$ cat src/enc_pkg.sv
package enc_pkg;
  // ==========================================================
  // register byte offsets on the APB bus
  localparam logic [7:0] CTRL_OFS = 8'h00;
  localparam logic [7:0] IOC_OFS = 8'h04;
  localparam logic [7:0] STAT_OFS = 8'h08;
  localparam logic [7:0] POS_OFS = 8'h0C;
  localparam logic [7:0] IC_OFS = 8'h10;
  localparam logic [7:0] GEC_OFS = 8'h14;
  localparam logic [7:0] LEC_OFS = 8'h18;
  // ==========================================================
  // control register fields
  localparam int SIDL_BIT = 13;
  localparam int MODE_LSB = 10;
  localparam int IMV_LSB = 8;
  localparam logic [15:0] CTRL_WMASK = 16'h3F00;
  // ==========================================================
  // i/o control register fields
  localparam int HCAP_BIT = 15;
  localparam int FLT_BIT = 14;
  localparam int DIV_LSB = 11;
  localparam int OUTF_LSB = 9;
  localparam int SWAP_BIT = 8;
  localparam int INV_LSB = 4;
  localparam logic [15:0] IOC_WMASK = 16'hFFF0;
  // ==========================================================
  // status register: flag at odd bit, its enable one below
  localparam int GE_FLAG = 13;
  localparam int GE_EN = 12;
  localparam int LE_FLAG = 11;
  localparam int LE_EN = 10;
  localparam int POSOV_FLAG = 9;
  localparam int INIT_FLAG = 7;
  localparam int VELOV_FLAG = 5;
  localparam int HOME_FLAG = 3;
  localparam int HOME_EN = 2;
  localparam int IDX_FLAG = 1;
  localparam logic [15:0] FLAG_MASK = 16'h2AAA;
  localparam logic [15:0] EN_MASK = 16'h1555;
  // ==========================================================
  // reset values and position overflow limits
  localparam logic [15:0] CTRL_RST = 16'h0000;
  localparam logic [15:0] IOC_RST = 16'h0000;
  localparam logic [15:0] STAT_RST = 16'h0000;
  localparam logic [31:0] WORD_RST = 32'h0000_0000;
  localparam logic [31:0] POS_MAX = 32'h7FFF_FFFF;
  localparam logic [31:0] POS_MIN = 32'h8000_0000;
  // ==========================================================
  // counter initialisation modes
  typedef enum logic [2:0] {
    MODE_NONE = 3'b000, MODE_IDX_CLR = 3'b001, MODE_IDX_LOAD = 3'b010,
    MODE_HOME1 = 3'b011, MODE_HOME2 = 3'b100, MODE_GE_CLR = 3'b101,
    MODE_BOUNDS = 3'b110, MODE_MODULO = 3'b111
  } init_mode_t;
  // compare pin selection
  localparam logic [1:0] OUTF_OFF = 2'h0;
  localparam logic [1:0] OUTF_GE = 2'h1;
  localparam logic [1:0] OUTF_LE = 2'h2;
  localparam logic [1:0] OUTF_ANY = 2'h3;
endpackage

$ cat src/encoder_position_compare_init.sv
`timescale 1ns/100ps
module encoder_position_compare_init (
  // clock and reset
  input wire logic clk,
  input wire logic rst,
  // apb slave
  input wire logic psel,
  input wire logic penable,
  input wire logic pwrite,
  input wire logic [7:0] paddr,
  input wire logic [31:0] pwdata,
  output logic [31:0] prdata,
  output logic pready,
  output logic pslverr,
  // encoder pins
  input wire logic phase_a_input,
  input wire logic phase_b_input,
  input wire logic index_pulse_input,
  input wire logic home_input,
  // from the external quadrature decoder and velocity counter
  input wire logic count_up_pulse,
  input wire logic count_down_pulse,
  input wire logic vel_ovf_event,
  // power state
  input wire logic sleep_mode,
  input wire logic idle_mode,
  // outputs
  output logic phase_a_dec,
  output logic phase_b_dec,
  output logic compare_out_pin,
  output logic irq
);

  // ==========================================================
  // registers and helpers
  logic [15:0] ctrl_r, ctrl_nxt;
  logic [15:0] ioc_r, ioc_nxt;
  logic [15:0] stat_r, stat_nxt;
  logic [31:0] pos_r, pos_nxt;
  logic [31:0] ic_r, ic_nxt;
  logic [31:0] gec_r, gec_nxt;
  logic [31:0] lec_r, lec_nxt;
  logic idx_block_r, idx_block_nxt;
  logic home_prev_r, home_prev_nxt;
  logic [1:0] home_seq_r, home_seq_nxt;
  logic cmp_r, cmp_nxt;
  logic [1:0] dec_r, dec_nxt;
  logic irq_r, irq_nxt;
  logic [31:0] prdata_r, prdata_nxt;
  logic pslverr_r, pslverr_nxt;
  logic [6:0] div_cnt_r, div_cnt_nxt;

  logic run, tick;
  logic [3:0] raw_in;
  logic [3:0] filt;
  logic [2:0] mode;
  logic ge_now, le_now;
  logic idx_ev, home_ev;
  logic wr_en, rd_setup, up, down;

  function automatic logic [6:0] div_mask(input logic [2:0] sel);
    div_mask = 7'((8'h01 << sel) - 8'h01);
  endfunction

  function automatic logic addr_hit(input logic [7:0] a);
    addr_hit = (a == enc_pkg::CTRL_OFS) || (a == enc_pkg::IOC_OFS) ||
               (a == enc_pkg::STAT_OFS) || (a == enc_pkg::POS_OFS) ||
               (a == enc_pkg::IC_OFS) || (a == enc_pkg::GEC_OFS) ||
               (a == enc_pkg::LEC_OFS);
  endfunction

  // stopped in sleep, or in idle when the stop-in-idle bit is set
  assign run = !sleep_mode &&
               !(idle_mode && ctrl_r[enc_pkg::SIDL_BIT]);
  assign mode = ctrl_r[enc_pkg::MODE_LSB +: 3];
  assign wr_en = psel && penable && pwrite;
  assign rd_setup = psel && !penable;
  assign up = count_up_pulse && !count_down_pulse;
  assign down = count_down_pulse && !count_up_pulse;

  // ==========================================================
  // input conditioning and noise filters
  assign raw_in = {home_input, index_pulse_input, phase_b_input,
                   phase_a_input} ^ ioc_r[enc_pkg::INV_LSB +: 4];

  // divider only advances while running, so a stopped block keeps its phase
  always_comb
    div_cnt_nxt = run ? div_cnt_r + 7'h01 : div_cnt_r;
  assign tick = (div_cnt_r & div_mask(ioc_r[enc_pkg::DIV_LSB +: 3])) ==
                div_mask(ioc_r[enc_pkg::DIV_LSB +: 3]);

  always_ff @(posedge clk)
    div_cnt_r <= rst ? 7'h00 : div_cnt_nxt;

  generate
    for (genvar i = 0; i < 4; i++)
    begin : g_filt
      logic [2:0] samp_r, samp_nxt;
      logic f_r, f_nxt;
      always_comb
      begin
        samp_nxt = samp_r;
        f_nxt = f_r;
        // inputs ignored while stopped
        if (!run)
          f_nxt = f_r;
        else if (!ioc_r[enc_pkg::FLT_BIT])
        begin
          samp_nxt = {3{raw_in[i]}};
          f_nxt = raw_in[i];
        end
        else if (tick)
        begin
          samp_nxt = {samp_r[1:0], raw_in[i]};
          if (samp_nxt == 3'h7 || samp_nxt == 3'h0)
            f_nxt = samp_nxt[0];
        end
      end
      always_ff @(posedge clk)
      begin
        samp_r <= rst ? 3'h0 : samp_nxt;
        f_r <= rst ? 1'b0 : f_nxt;
      end
      assign filt[i] = f_r;
    end
  endgenerate

  // ==========================================================
  // comparator and event qualification
  assign ge_now = $signed(pos_r) >= $signed(gec_r);
  assign le_now = $signed(pos_r) <= $signed(lec_r);
  assign idx_ev = run && filt[2] && !idx_block_r &&
                  (filt[1:0] == ctrl_r[enc_pkg::IMV_LSB +: 2]);
  assign home_ev = run && filt[3] && !home_prev_r;

  // ==========================================================
  // main state: counter, registers, flags, bus
  always_comb
  begin
    logic [31:0] counted;
    logic load_done;
    logic pos_ov;
    counted = pos_r;
    load_done = 1'b0;
    pos_ov = 1'b0;
    ctrl_nxt = ctrl_r;
    ioc_nxt = ioc_r;
    stat_nxt = stat_r;
    ic_nxt = ic_r;
    gec_nxt = gec_r;
    lec_nxt = lec_r;
    home_seq_nxt = home_seq_r;
    // block re-arms only once index falls
    idx_block_nxt = run ? (idx_ev || (idx_block_r && filt[2]))
                        : idx_block_r;
    home_prev_nxt = run ? filt[3] : home_prev_r;
    if (run && up)
    begin
      counted = pos_r + 32'h0000_0001;
      pos_ov = (pos_r == enc_pkg::POS_MAX);
    end
    else if (run && down)
    begin
      counted = pos_r - 32'h0000_0001;
      pos_ov = (pos_r == enc_pkg::POS_MIN);
    end
    pos_nxt = counted;
    if (run)
    begin
      case (mode)
        enc_pkg::MODE_IDX_CLR: if (idx_ev) pos_nxt = enc_pkg::WORD_RST;
        enc_pkg::MODE_IDX_LOAD:
        begin
          if (idx_ev)
          begin
            pos_nxt = ic_r;
            load_done = 1'b1;
          end
        end
        enc_pkg::MODE_HOME1, enc_pkg::MODE_HOME2:
        begin
          if (idx_ev && home_seq_r != 2'h0 &&
              (mode == enc_pkg::MODE_HOME1 || home_seq_r == 2'h2))
          begin
            pos_nxt = ic_r;
            load_done = 1'b1;
          end
          if (home_ev)
            home_seq_nxt = 2'h1;
          else if (idx_ev && home_seq_r == 2'h1)
            home_seq_nxt = 2'h2;
        end
        enc_pkg::MODE_GE_CLR:
          if (pos_r == gec_r) pos_nxt = enc_pkg::WORD_RST;
        enc_pkg::MODE_BOUNDS:
        begin
          if (up && pos_r == gec_r) pos_nxt = lec_r;
          else if (down && pos_r == lec_r) pos_nxt = gec_r;
        end
        enc_pkg::MODE_MODULO:
        begin
          if (idx_ev) pos_nxt = enc_pkg::WORD_RST;
          else if (up && pos_r == ic_r) pos_nxt = lec_r;
          else if (down && pos_r == lec_r) pos_nxt = ic_r;
        end
        default: pos_nxt = counted;
      endcase
    end
    if (mode != enc_pkg::MODE_HOME1 && mode != enc_pkg::MODE_HOME2)
      home_seq_nxt = 2'h0;
    if (load_done || load_done && home_ev)
      home_seq_nxt = 2'h0;
    if (load_done)
      ctrl_nxt[enc_pkg::MODE_LSB +: 3] = 3'h0;
    // ---- software writes; flags are write-one-to-clear
    if (wr_en)
    begin
      case (paddr)
        enc_pkg::CTRL_OFS: ctrl_nxt = pwdata[15:0] & enc_pkg::CTRL_WMASK;
        enc_pkg::IOC_OFS: ioc_nxt = pwdata[15:0] & enc_pkg::IOC_WMASK;
        enc_pkg::STAT_OFS:
          stat_nxt = (stat_r & ~(pwdata[15:0] & enc_pkg::FLAG_MASK) &
                      enc_pkg::FLAG_MASK) | (pwdata[15:0] & enc_pkg::EN_MASK);
        enc_pkg::POS_OFS: pos_nxt = pwdata;
        enc_pkg::IC_OFS: ic_nxt = pwdata;
        enc_pkg::GEC_OFS: gec_nxt = pwdata;
        enc_pkg::LEC_OFS: lec_nxt = pwdata;
        default: ctrl_nxt = ctrl_nxt; // unmapped writes are dropped
      endcase
    end
    // home capture after the bus so the hardware event is not lost
    if (home_ev && ioc_r[enc_pkg::HCAP_BIT])
      ic_nxt = pos_r;
    // sticky events: setting wins over a same-cycle clear
    if (run)
    begin
      stat_nxt[enc_pkg::GE_FLAG] = stat_nxt[enc_pkg::GE_FLAG] | ge_now;
      stat_nxt[enc_pkg::LE_FLAG] = stat_nxt[enc_pkg::LE_FLAG] | le_now;
      stat_nxt[enc_pkg::POSOV_FLAG] = stat_nxt[enc_pkg::POSOV_FLAG] | pos_ov;
      stat_nxt[enc_pkg::VELOV_FLAG] = stat_nxt[enc_pkg::VELOV_FLAG] |
                                      vel_ovf_event;
      stat_nxt[enc_pkg::INIT_FLAG] = stat_nxt[enc_pkg::INIT_FLAG] | load_done;
      stat_nxt[enc_pkg::HOME_FLAG] = stat_nxt[enc_pkg::HOME_FLAG] | home_ev;
      stat_nxt[enc_pkg::IDX_FLAG] = stat_nxt[enc_pkg::IDX_FLAG] | idx_ev;
    end
    irq_nxt = |({1'b0, stat_nxt[15:1]} & stat_nxt & enc_pkg::EN_MASK);
    case (ioc_r[enc_pkg::OUTF_LSB +: 2])
      enc_pkg::OUTF_GE: cmp_nxt = ge_now;
      enc_pkg::OUTF_LE: cmp_nxt = le_now;
      enc_pkg::OUTF_ANY: cmp_nxt = ge_now || le_now;
      default: cmp_nxt = 1'b0;
    endcase
    dec_nxt = ioc_r[enc_pkg::SWAP_BIT] ? {filt[0], filt[1]}
                                       : {filt[1], filt[0]};
    // read data captured in the setup phase, shown in the access phase
    prdata_nxt = prdata_r;
    pslverr_nxt = pslverr_r;
    if (rd_setup)
    begin
      pslverr_nxt = !addr_hit(paddr);
      case (paddr)
        enc_pkg::CTRL_OFS: prdata_nxt = {16'h0000, ctrl_r};
        enc_pkg::IOC_OFS: prdata_nxt = {16'h0000, ioc_r[15:4], filt};
        enc_pkg::STAT_OFS: prdata_nxt = {16'h0000, stat_r};
        enc_pkg::POS_OFS: prdata_nxt = pos_r;
        enc_pkg::IC_OFS: prdata_nxt = ic_r;
        enc_pkg::GEC_OFS: prdata_nxt = gec_r;
        enc_pkg::LEC_OFS: prdata_nxt = lec_r;
        default: prdata_nxt = 32'h0000_0000;
      endcase
    end
  end

  always_ff @(posedge clk)
  begin
    if (rst)
    begin
      // every register back to its reset value
      ctrl_r <= enc_pkg::CTRL_RST;
      ioc_r <= enc_pkg::IOC_RST;
      stat_r <= enc_pkg::STAT_RST;
      pos_r <= enc_pkg::WORD_RST;
      ic_r <= enc_pkg::WORD_RST;
      gec_r <= enc_pkg::WORD_RST;
      lec_r <= enc_pkg::WORD_RST;
      idx_block_r <= 1'b0;
      home_prev_r <= 1'b0;
      home_seq_r <= 2'h0;
      cmp_r <= 1'b0;
      dec_r <= 2'h0;
      irq_r <= 1'b0;
      prdata_r <= enc_pkg::WORD_RST;
      pslverr_r <= 1'b0;
    end
    else
    begin
      ctrl_r <= ctrl_nxt;
      ioc_r <= ioc_nxt;
      stat_r <= stat_nxt;
      pos_r <= pos_nxt;
      ic_r <= ic_nxt;
      gec_r <= gec_nxt;
      lec_r <= lec_nxt;
      idx_block_r <= idx_block_nxt;
      home_prev_r <= home_prev_nxt;
      home_seq_r <= home_seq_nxt;
      cmp_r <= cmp_nxt;
      dec_r <= dec_nxt;
      irq_r <= irq_nxt;
      prdata_r <= prdata_nxt;
      pslverr_r <= pslverr_nxt;
    end
  end

  // zero-wait slave: every access completes in its first access cycle
  assign pready = 1'b1;
  assign prdata = prdata_r;
  assign pslverr = pslverr_r && psel && penable;
  assign phase_a_dec = dec_r[0];
  assign phase_b_dec = dec_r[1];
  assign compare_out_pin = cmp_r;
  assign irq = irq_r;
endmodule

$ cat config.mk
export PLATFORM = sky130hd
export DESIGN_NAME = encoder_position_compare_init
export DESIGN_NICKNAME = d
export VERILOG_FILES = /design/src/enc_pkg.sv /design/src/encoder_position_compare_init.sv
export SDC_FILE = /design/constraint.sdc
export NUM_CORES = 1
export LEC_CHECK = 0
export BUFFER_PORTS_ARGS = -buffer_cell sky130_fd_sc_hd__buf_2
export CELL_PAD_IN_SITES_DETAIL_PLACEMENT = 1
export CELL_PAD_IN_SITES_GLOBAL_PLACEMENT = 1
export CORE_AREA = 2 2 139 243
export CTS_CLUSTER_DIAMETER = 50
export CTS_CLUSTER_SIZE = 10
export DETAILED_ROUTE_END_ITERATION = 10
export DIE_AREA = 0 0 141 245
export PLACE_DENSITY = 0.84
export SYNTH_ARGS = -nofsm -noshare
export SYNTH_HDL_FRONTEND = slang
export SYNTH_SLANG_ARGS = --single-unit
$ cat constraint.sdc
create_clock -name clk -period 3 [get_ports clk]
set_clock_uncertainty 0.1 [all_clocks]
set_input_delay 0.6 -clock clk [delete_from_list [all_inputs] [get_ports clk]]
set_output_delay 0.6 -clock clk [all_outputs]
set_load 0.1 [all_outputs]
# ---- Word level (Yosys, flattened, before mapping)
# Index checks and enable logic that the tools add are counted.
dict set report op_classes {
  add_sub_neg 4
  bitwise_logic 13
  n_reduce_logical 71
  n_mux 61
  magnitude_cmp 2
  shifts 1
  n_eq_ne 36
}
# cell n
set op_table {}
lappend op_table {{$mux 32} 17}
lappend op_table {{$pmux 32 s7} 1}
lappend op_table {{$pmux 32 s6} 1}
lappend op_table {{$eq 32x32->1} 3}
lappend op_table {{$add 32x1->32 const B} 1}
lappend op_table {{$eq 32x31->1 const B} 1}
lappend op_table {{$eq 32x32->1 const B} 1}
lappend op_table {{$ge 32x32->1} 1}
lappend op_table {{$le 32x32->1} 1}
lappend op_table {{$mux 16} 2}
lappend op_table {{$sub 32x1->32 const B} 1}
lappend op_table {{$logic_and 1x1->1} 26}
lappend op_table {{$mux 13} 2}
lappend op_table {{$eq 3x3->1 const B} 8}
lappend op_table {{$eq 8x5->1 const B} 3}
lappend op_table {{$mux 1} 24}
lappend op_table {{$mux 2} 11}
lappend op_table {{$eq 8x4->1 const B} 2}
lappend op_table {{$reduce_and 3->1} 5}
lappend op_table {{$and 14x14->14} 1}
lappend op_table {{$logic_or 1x1->1} 14}
lappend op_table {{$not 14->14} 1}
lappend op_table {{$or 14x13->14} 1}
lappend op_table {{$and 13x13->13} 1}
lappend op_table {{27 further kinds} 59}
dict set report totals {
  regBits 222
  inputBits 54
}

# ---- Logic depth before layout (Yosys ltp)
dict set report depth {
  word_depth 15
  ltp_mapped 13
}

# ---- Least setup slack after synthesis
# No wires, ideal clock.
dict set report synth_timing {
  kind {input to register}
  startpoint {in paddr[1]}
  endpoint {reg irq_r, in the netlist irq}
  required_ns 2.774
  path_stages 8
  path_buffers 1
  setup_slack_ns 0.257
  t_arrival_ns 2.517
  path_cell_list {or4_4 -> or3_4 -> nor3_2 -> buf_2 -> a21oi_1 -> o31ai_1 -> o311a_1 -> o211ai_1}
}
dict set report synth_between {
  elab_chain_cells 7
  elab_cells_between_ends 19
}
# item line_no
set synth_lines {}
lappend synth_lines {{from (decl)} encoder_position_compare_init.sv:10} ;# input wire logic [7:0] paddr,
lappend synth_lines {{$eq 8x4->1 *} encoder_position_compare_init.sv:218} ;# case (paddr)
lappend synth_lines {{$mux 16 *} encoder_position_compare_init.sv:218}
lappend synth_lines {{$mux 16 *} encoder_position_compare_init.sv:216} ;# if (wr_en)
lappend synth_lines {{$or 1x1->1 (tied with other cells)} encoder_position_compare_init.sv:244} ;# stat_nxt[enc_pkg::IDX_FLAG] = stat_nxt[enc_pkg::IDX_FLAG] | idx_ev;
lappend synth_lines {{$mux 1} encoder_position_compare_init.sv:235} ;# if (run)
lappend synth_lines {{$and 13x13->13 *} encoder_position_compare_init.sv:246} ;# irq_nxt = |({1'b0, stat_nxt[15:1]} & stat_nxt & enc_pkg::EN_MASK);
lappend synth_lines {{$reduce_or 7->1 *} encoder_position_compare_init.sv:246}
lappend synth_lines {{to (signal assigned)} encoder_position_compare_init.sv:309} ;# irq_r <= irq_nxt;
lappend synth_lines {{to (decl)} encoder_position_compare_init.sv:48} ;# logic irq_r, irq_nxt;
# Mark *: on every way between the ends. The rest lies on a longest branch, timed or not.
# A chain may end at the register's enable or synchronous reset.

# ---- Worst setup path after layout
dict set report layout_timing {
  startpoint {reg pos_r[26]}
  endpoint {reg pos_r[13]}
}
dict set report layout_between {
  elab_chain_cells 9
  elab_cells_between_ends 16
}
# item line_no
set layout_lines {}
lappend layout_lines {{from (decl)} encoder_position_compare_init.sv:39} ;# logic [31:0] pos_r, pos_nxt;
lappend layout_lines {{from (signal assigned)} encoder_position_compare_init.sv:282} ;# pos_r <= enc_pkg::WORD_RST;
lappend layout_lines {{from (signal assigned)} encoder_position_compare_init.sv:300} ;# pos_r <= pos_nxt;
lappend layout_lines {{$eq 32x32->1} {encoder_position_compare_init.sv:198, encoder_position_compare_init.sv:204}}
lappend layout_lines {{$logic_and 1x1->1} {encoder_position_compare_init.sv:198, encoder_position_compare_init.sv:204}}
lappend layout_lines {{$mux 32} encoder_position_compare_init.sv:204} ;# else if (down && pos_r == lec_r) pos_nxt = ic_r;
lappend layout_lines {{$mux 32} encoder_position_compare_init.sv:203} ;# else if (up && pos_r == ic_r) pos_nxt = lec_r;
lappend layout_lines {{$mux 32} encoder_position_compare_init.sv:202} ;# if (idx_ev) pos_nxt = enc_pkg::WORD_RST;
lappend layout_lines {{$pmux 32 s6 *} encoder_position_compare_init.sv:170} ;# case (mode)
lappend layout_lines {{$mux 32 *} encoder_position_compare_init.sv:168} ;# if (run)
lappend layout_lines {{$mux 32} encoder_position_compare_init.sv:218}
lappend layout_lines {{$mux 32 *} encoder_position_compare_init.sv:216}
# Marked as above.

==> results.rst <==
.. list-table::
   :header-rows: 1

   * - Metric
     - Value
   * - Run status
     - finished, violations left
   * - Violated checks
     - negative setup slack
   * - Upper clock frequency limit
     - 293.3 MHz
   * - Total Nets Final
     - 2433
   * - Count of max-cap constraint violations
     - 0
   * - Remaining antenna violation count after routing
     - 0
   * - Worst setup slack before clock tree synthesis
     - -327.0 ps
   * - Worst Hold Launch
     - vel_ovf_event
   * - Number of distinct library cells after synthesis
     - 94
   * - Final Hold Violating Endpoints
     - 0
   * - DR vias
     - 18940
   * - Total Routing Usage GR
     - 49.07%
   * - Final worst-path setup slack
     - -409.6 ps
   * - Number of warnings reported in the yosys synthesis log
     - 0
   * - Synth Net Count
     - 2090
   * - Final clock period utilization by the worst path
     - 113.7%
   * - Crit path launch type
     - flop
   * - Number of instances in the synthesized netlist
     - 1968
   * - Required time of the critical path
     - 3430 ps
   * - Chip Height
     - 245 um
   * - Quantity of I/O buffers inserted on ports
     - 90
   * - Cell class contributing the biggest share of worst-path delay
     - simple AND/OR/NAND/NOR gates
   * - Synth Cell Area
     - 14820 sq um
   * - Most used flip-flop cell after synthesis
     - sky130_fd_sc_hd__dfxtp_1
   * - Die Width
     - 141 um
   * - Worst Path Max Fanout
     - 8
   * - Cell types with the largest area share after synthesis
     - sky130_fd_sc_hd__dfxtp_1 30%, sky130_fd_sc_hd__a21oi_1 8.2%, sky130_fd_sc_hd__nand2_1 7.1%
   * - I/O pin total
     - 92
   * - Detailed-route vias per instance
     - 6.936
   * - Detailed Route WL
     - 88650 um
   * - Shortest period the worst path allows
     - 3410 ps
   * - Average footprint of a synthesized cell
     - 7.529 sq um
   * - Register clock-pin slew on the reported worst setup and hold paths
     - 70 ps
   * - Wire length of the first global-routing pass
     - 125400 um
   * - Length of the first detailed-routing pass in iterations
     - 7
   * - Clock root buffer master
     - sky130_fd_sc_hd__clkbuf_16
   * - Fraction of final layout cells with drive strength greater than 1
     - 26.36%
   * - CTS H-tree lvls
     - 1
   * - Delay contributed by the slowest stage of the critical path
     - 520 ps
   * - Critical path data arrival time
     - 3840 ps
   * - Path class of the lowest-slack min-delay path
     - input port to flop
   * - Fraction of post-synthesis cell area in the top cell type by area
     - 29.72%
   * - Wire length per cell after detailed routing
     - 32.47 um
   * - Total clock sinks
     - 220
   * - Number of antenna violations at the first check in global routing
     - 8
   * - RD Place Congestion
     - 1.137
   * - Worst reg2reg path startpoint
     - pos_r[26]$_SDFF_PP0_
   * - Area of the die
     - 34550 sq um
   * - Final Max Tran Viols
     - 0
   * - Number of global-route vias before repair
     - 19750
   * - Count of flip-flops with a built-in enable after synthesis
     - 0
   * - Sequential element share of the synthesized area
     - 29.72%
   * - Critical path type
     - flop to flop
   * - Clock latency reported for the late side of the worst-skew pair
     - 610 ps
   * - RSZ-0062 raised after global routing
     - true
   * - Max stage delay cell, worst path
     - sky130_fd_sc_hd__nand4_1
   * - Flip-flop and latch count after synthesis
     - 220
   * - Biggest area consumer among synthesized cells
     - sky130_fd_sc_hd__dfxtp_1
   * - Number of DRC violations after detailed-routing iteration 0
     - 1788
   * - Slew margin rel.
     - 39.82%
   * - Maximum number of pins on one net before global-route repair
     - 65
   * - TritonCTS Buffers
     - 29
   * - Overflow after GRT
     - 0
   * - VDD IR max
     - 0.4391 mV
   * - Site Rows
     - 88
   * - Post-route DRC
     - 0
   * - Cell mode on critical path
     - sky130_fd_sc_hd__buf_4
   * - Power consumption
     - 8739 uW
   * - HPWL after DPL
     - 64890 um
   * - Final setup violating endpoints
     - 34
   * - Starting density of the core
     - 45.31%
   * - Clock tree from TritonCTS
     - yes
   * - Actual slew at the worst max-slew pin
     - 902.7 ps
   * - Endpoint type of the worst setup path
     - flop
   * - PD cells
     - 447.9 nW/um^2
   * - CTS Buffer Depth
     - 3
   * - Worst path buffer plus inverter count
     - 3
   * - Placeable core region
     - 32700 sq um
   * - Layout-stage area growth over the synthesis result
     - 31.67%
   * - Critical path startpoint
     - pos_r[26]$_SDFF_PP0_
   * - Cell-by-cell listing of the critical path
     - ha_4, nand4_1, nor4_2, buf_4, buf_4, and4_4, buf_4, nand2_1, o21ai_0, nand2_1, o2111a_1, a211oi_1
   * - Total leakage power
     - 0.007642 uW
   * - Async SR Flop Fraction
     - 0%
==> power breakdown <==
part	internal (uW)	total (uW)	switching (uW)
Sequential	2980	3050	66.7
Clock	1810	3280	1470
Combinational	936	2410	1470
==> cell usage in the layout (no fill, tap or decap), drive strengths merged, types with 31 or more instances in the layout <==
cell and instances:
o21ai 80, buf 459, a22oi 82, a211oi 49
dfxtp 220, clkbuf 37, inv 86, nand2 280
a21oi 245, nand4 46, a21o 31, ha 68
xnor2 48, nand3 47, mux2i 44, nor2 158
==> cell type report <==
class                           count  area, sq um
Tap cell                          405        506.7
Clock inverter                      6        48.80
Sequential cell                   220         4417
Timing Repair Buffer              460         3558
Multi-Input combinational cell   1517         9879
Clock buffer                       36        782.0
Fill cell                        4028        13190
Antenna cell                        3        7.507
Inverter                           83        311.5
==> cells in the mapped netlist, drive strengths merged, types with 7 or more instances <==
| cell | number |
|---|---|
| or4 | 7 |
| nand2 | 280 |
| o211ai | 19 |
| nor2b | 10 |
| xnor2 | 48 |
| nor2 | 158 |
| mux2i | 44 |
| a31oi | 24 |
| o22ai | 18 |
| o21ai | 80 |
| o32ai | 8 |
| buf | 58 |
| a222oi | 7 |
| ha | 68 |
| a32oi | 9 |
| nand4 | 46 |
| a21oi | 245 |
| a221oi | 7 |
| nand3 | 47 |
| and3 | 17 |
| inv | 83 |
| clkbuf | 90 |
| or2 | 13 |
| a21o | 31 |
| nand2b | 14 |
| o31ai | 14 |
| xor2 | 19 |
| a221o | 8 |
| a22oi | 82 |
| o21a | 12 |
| dfxtp | 220 |
| nor3 | 25 |
| nor4 | 26 |
| a211oi | 49 |
| or3 | 10 |
==> per-stage QoR <==
| stage | utilization (%) | TNS, ps | hold WS [ps] | cell area (sq um) | cells |
|---|---|---|---|---|---|
| final | 59.66 | -9271 | 184.6 | 19510 | 2730 |
| after global routing | 59.64 | -10820 | 201.0 | 19500 | 2727 |
| after CTS | 58.07 | -41.47 | 182.4 | 18990 | 2713 |
| after detailed placement | 55.26 | -4280 | 359.4 | 18070 | 2669 |
| after global placement | 55.26 | -1433 | 343.3 | 18070 | 2669 |
| after floorplan | - | 0 | 336.5 | 14820 | 1968 |
==> worst reg2reg max path, cell delays in order (launching register included) <==
cell and delay [ps]:
sky130_fd_sc_hd__dfxtp_1 360, sky130_fd_sc_hd__ha_4 300, sky130_fd_sc_hd__nand4_1 520, sky130_fd_sc_hd__nor4_2 490, sky130_fd_sc_hd__buf_4 200, sky130_fd_sc_hd__buf_4 130, sky130_fd_sc_hd__and4_4 240, sky130_fd_sc_hd__buf_4 280
sky130_fd_sc_hd__nand2_1 130, sky130_fd_sc_hd__o21ai_0 190, sky130_fd_sc_hd__nand2_1 100, sky130_fd_sc_hd__o2111a_1 130, sky130_fd_sc_hd__a211oi_1 150
==> logic make-up after synthesis <==
family	Yosys count	synth area share, %
compound gates	655	28.74
other cells	1	0.02531
flops	220	29.72
fa+ha+maj	68	5.742
buf+inv	231	6.485
mux	44	2.972
simple gates	682	22.30
xor+xnor	67	4.011
==> registers in the layout, summed over array words and instances (netlist names), 2 cells and up <==
name and count:
home_seq_r 2, dec_r 2, stat_r 14, gec_r 32
div_cnt_r 7, g_filt.samp_r 8, ioc_r 12, pos_r 32
prdata 32, lec_r 32, ic_r 32, ctrl_r 6
g_filt.f_r 4
==> per-layer routing <==
layer	GRT usage, %	wire [um]	up-vias
li1	-	-	7857
met1	44.82	26830	9163
met2	80.32	41040	1232
met3	14.63	8040	671
met4	57.15	12650	12
met5	0	83	-
==> path summary, 6_finish.rpt <==
check                                           endpoint  slack [ps]  cells after the start
worst max register to register      pos_r[13]$_SDFF_PP0_        -410                     12
worst min-delay path                stat_r[5]$_SDFF_PP0_         180                      3
worst min register to register  home_prev_r$_SDFFE_PP0P_         360                      2
worst max-delay path                pos_r[13]$_SDFF_PP0_        -410                     12
==> repair_timing <==
item / in CTS / in global routing
setup endpoints to repair: 31 / 35
resized for setup: 14 / 91
gates cloned: 0 / 1
hold buffers: 0 / 0
setup buffers: 2 / 13
endpoints found under the hold margin: 0 / 0
pin swaps: 5 / 40
No activity file was read; power rests on OpenSTA's default activity.
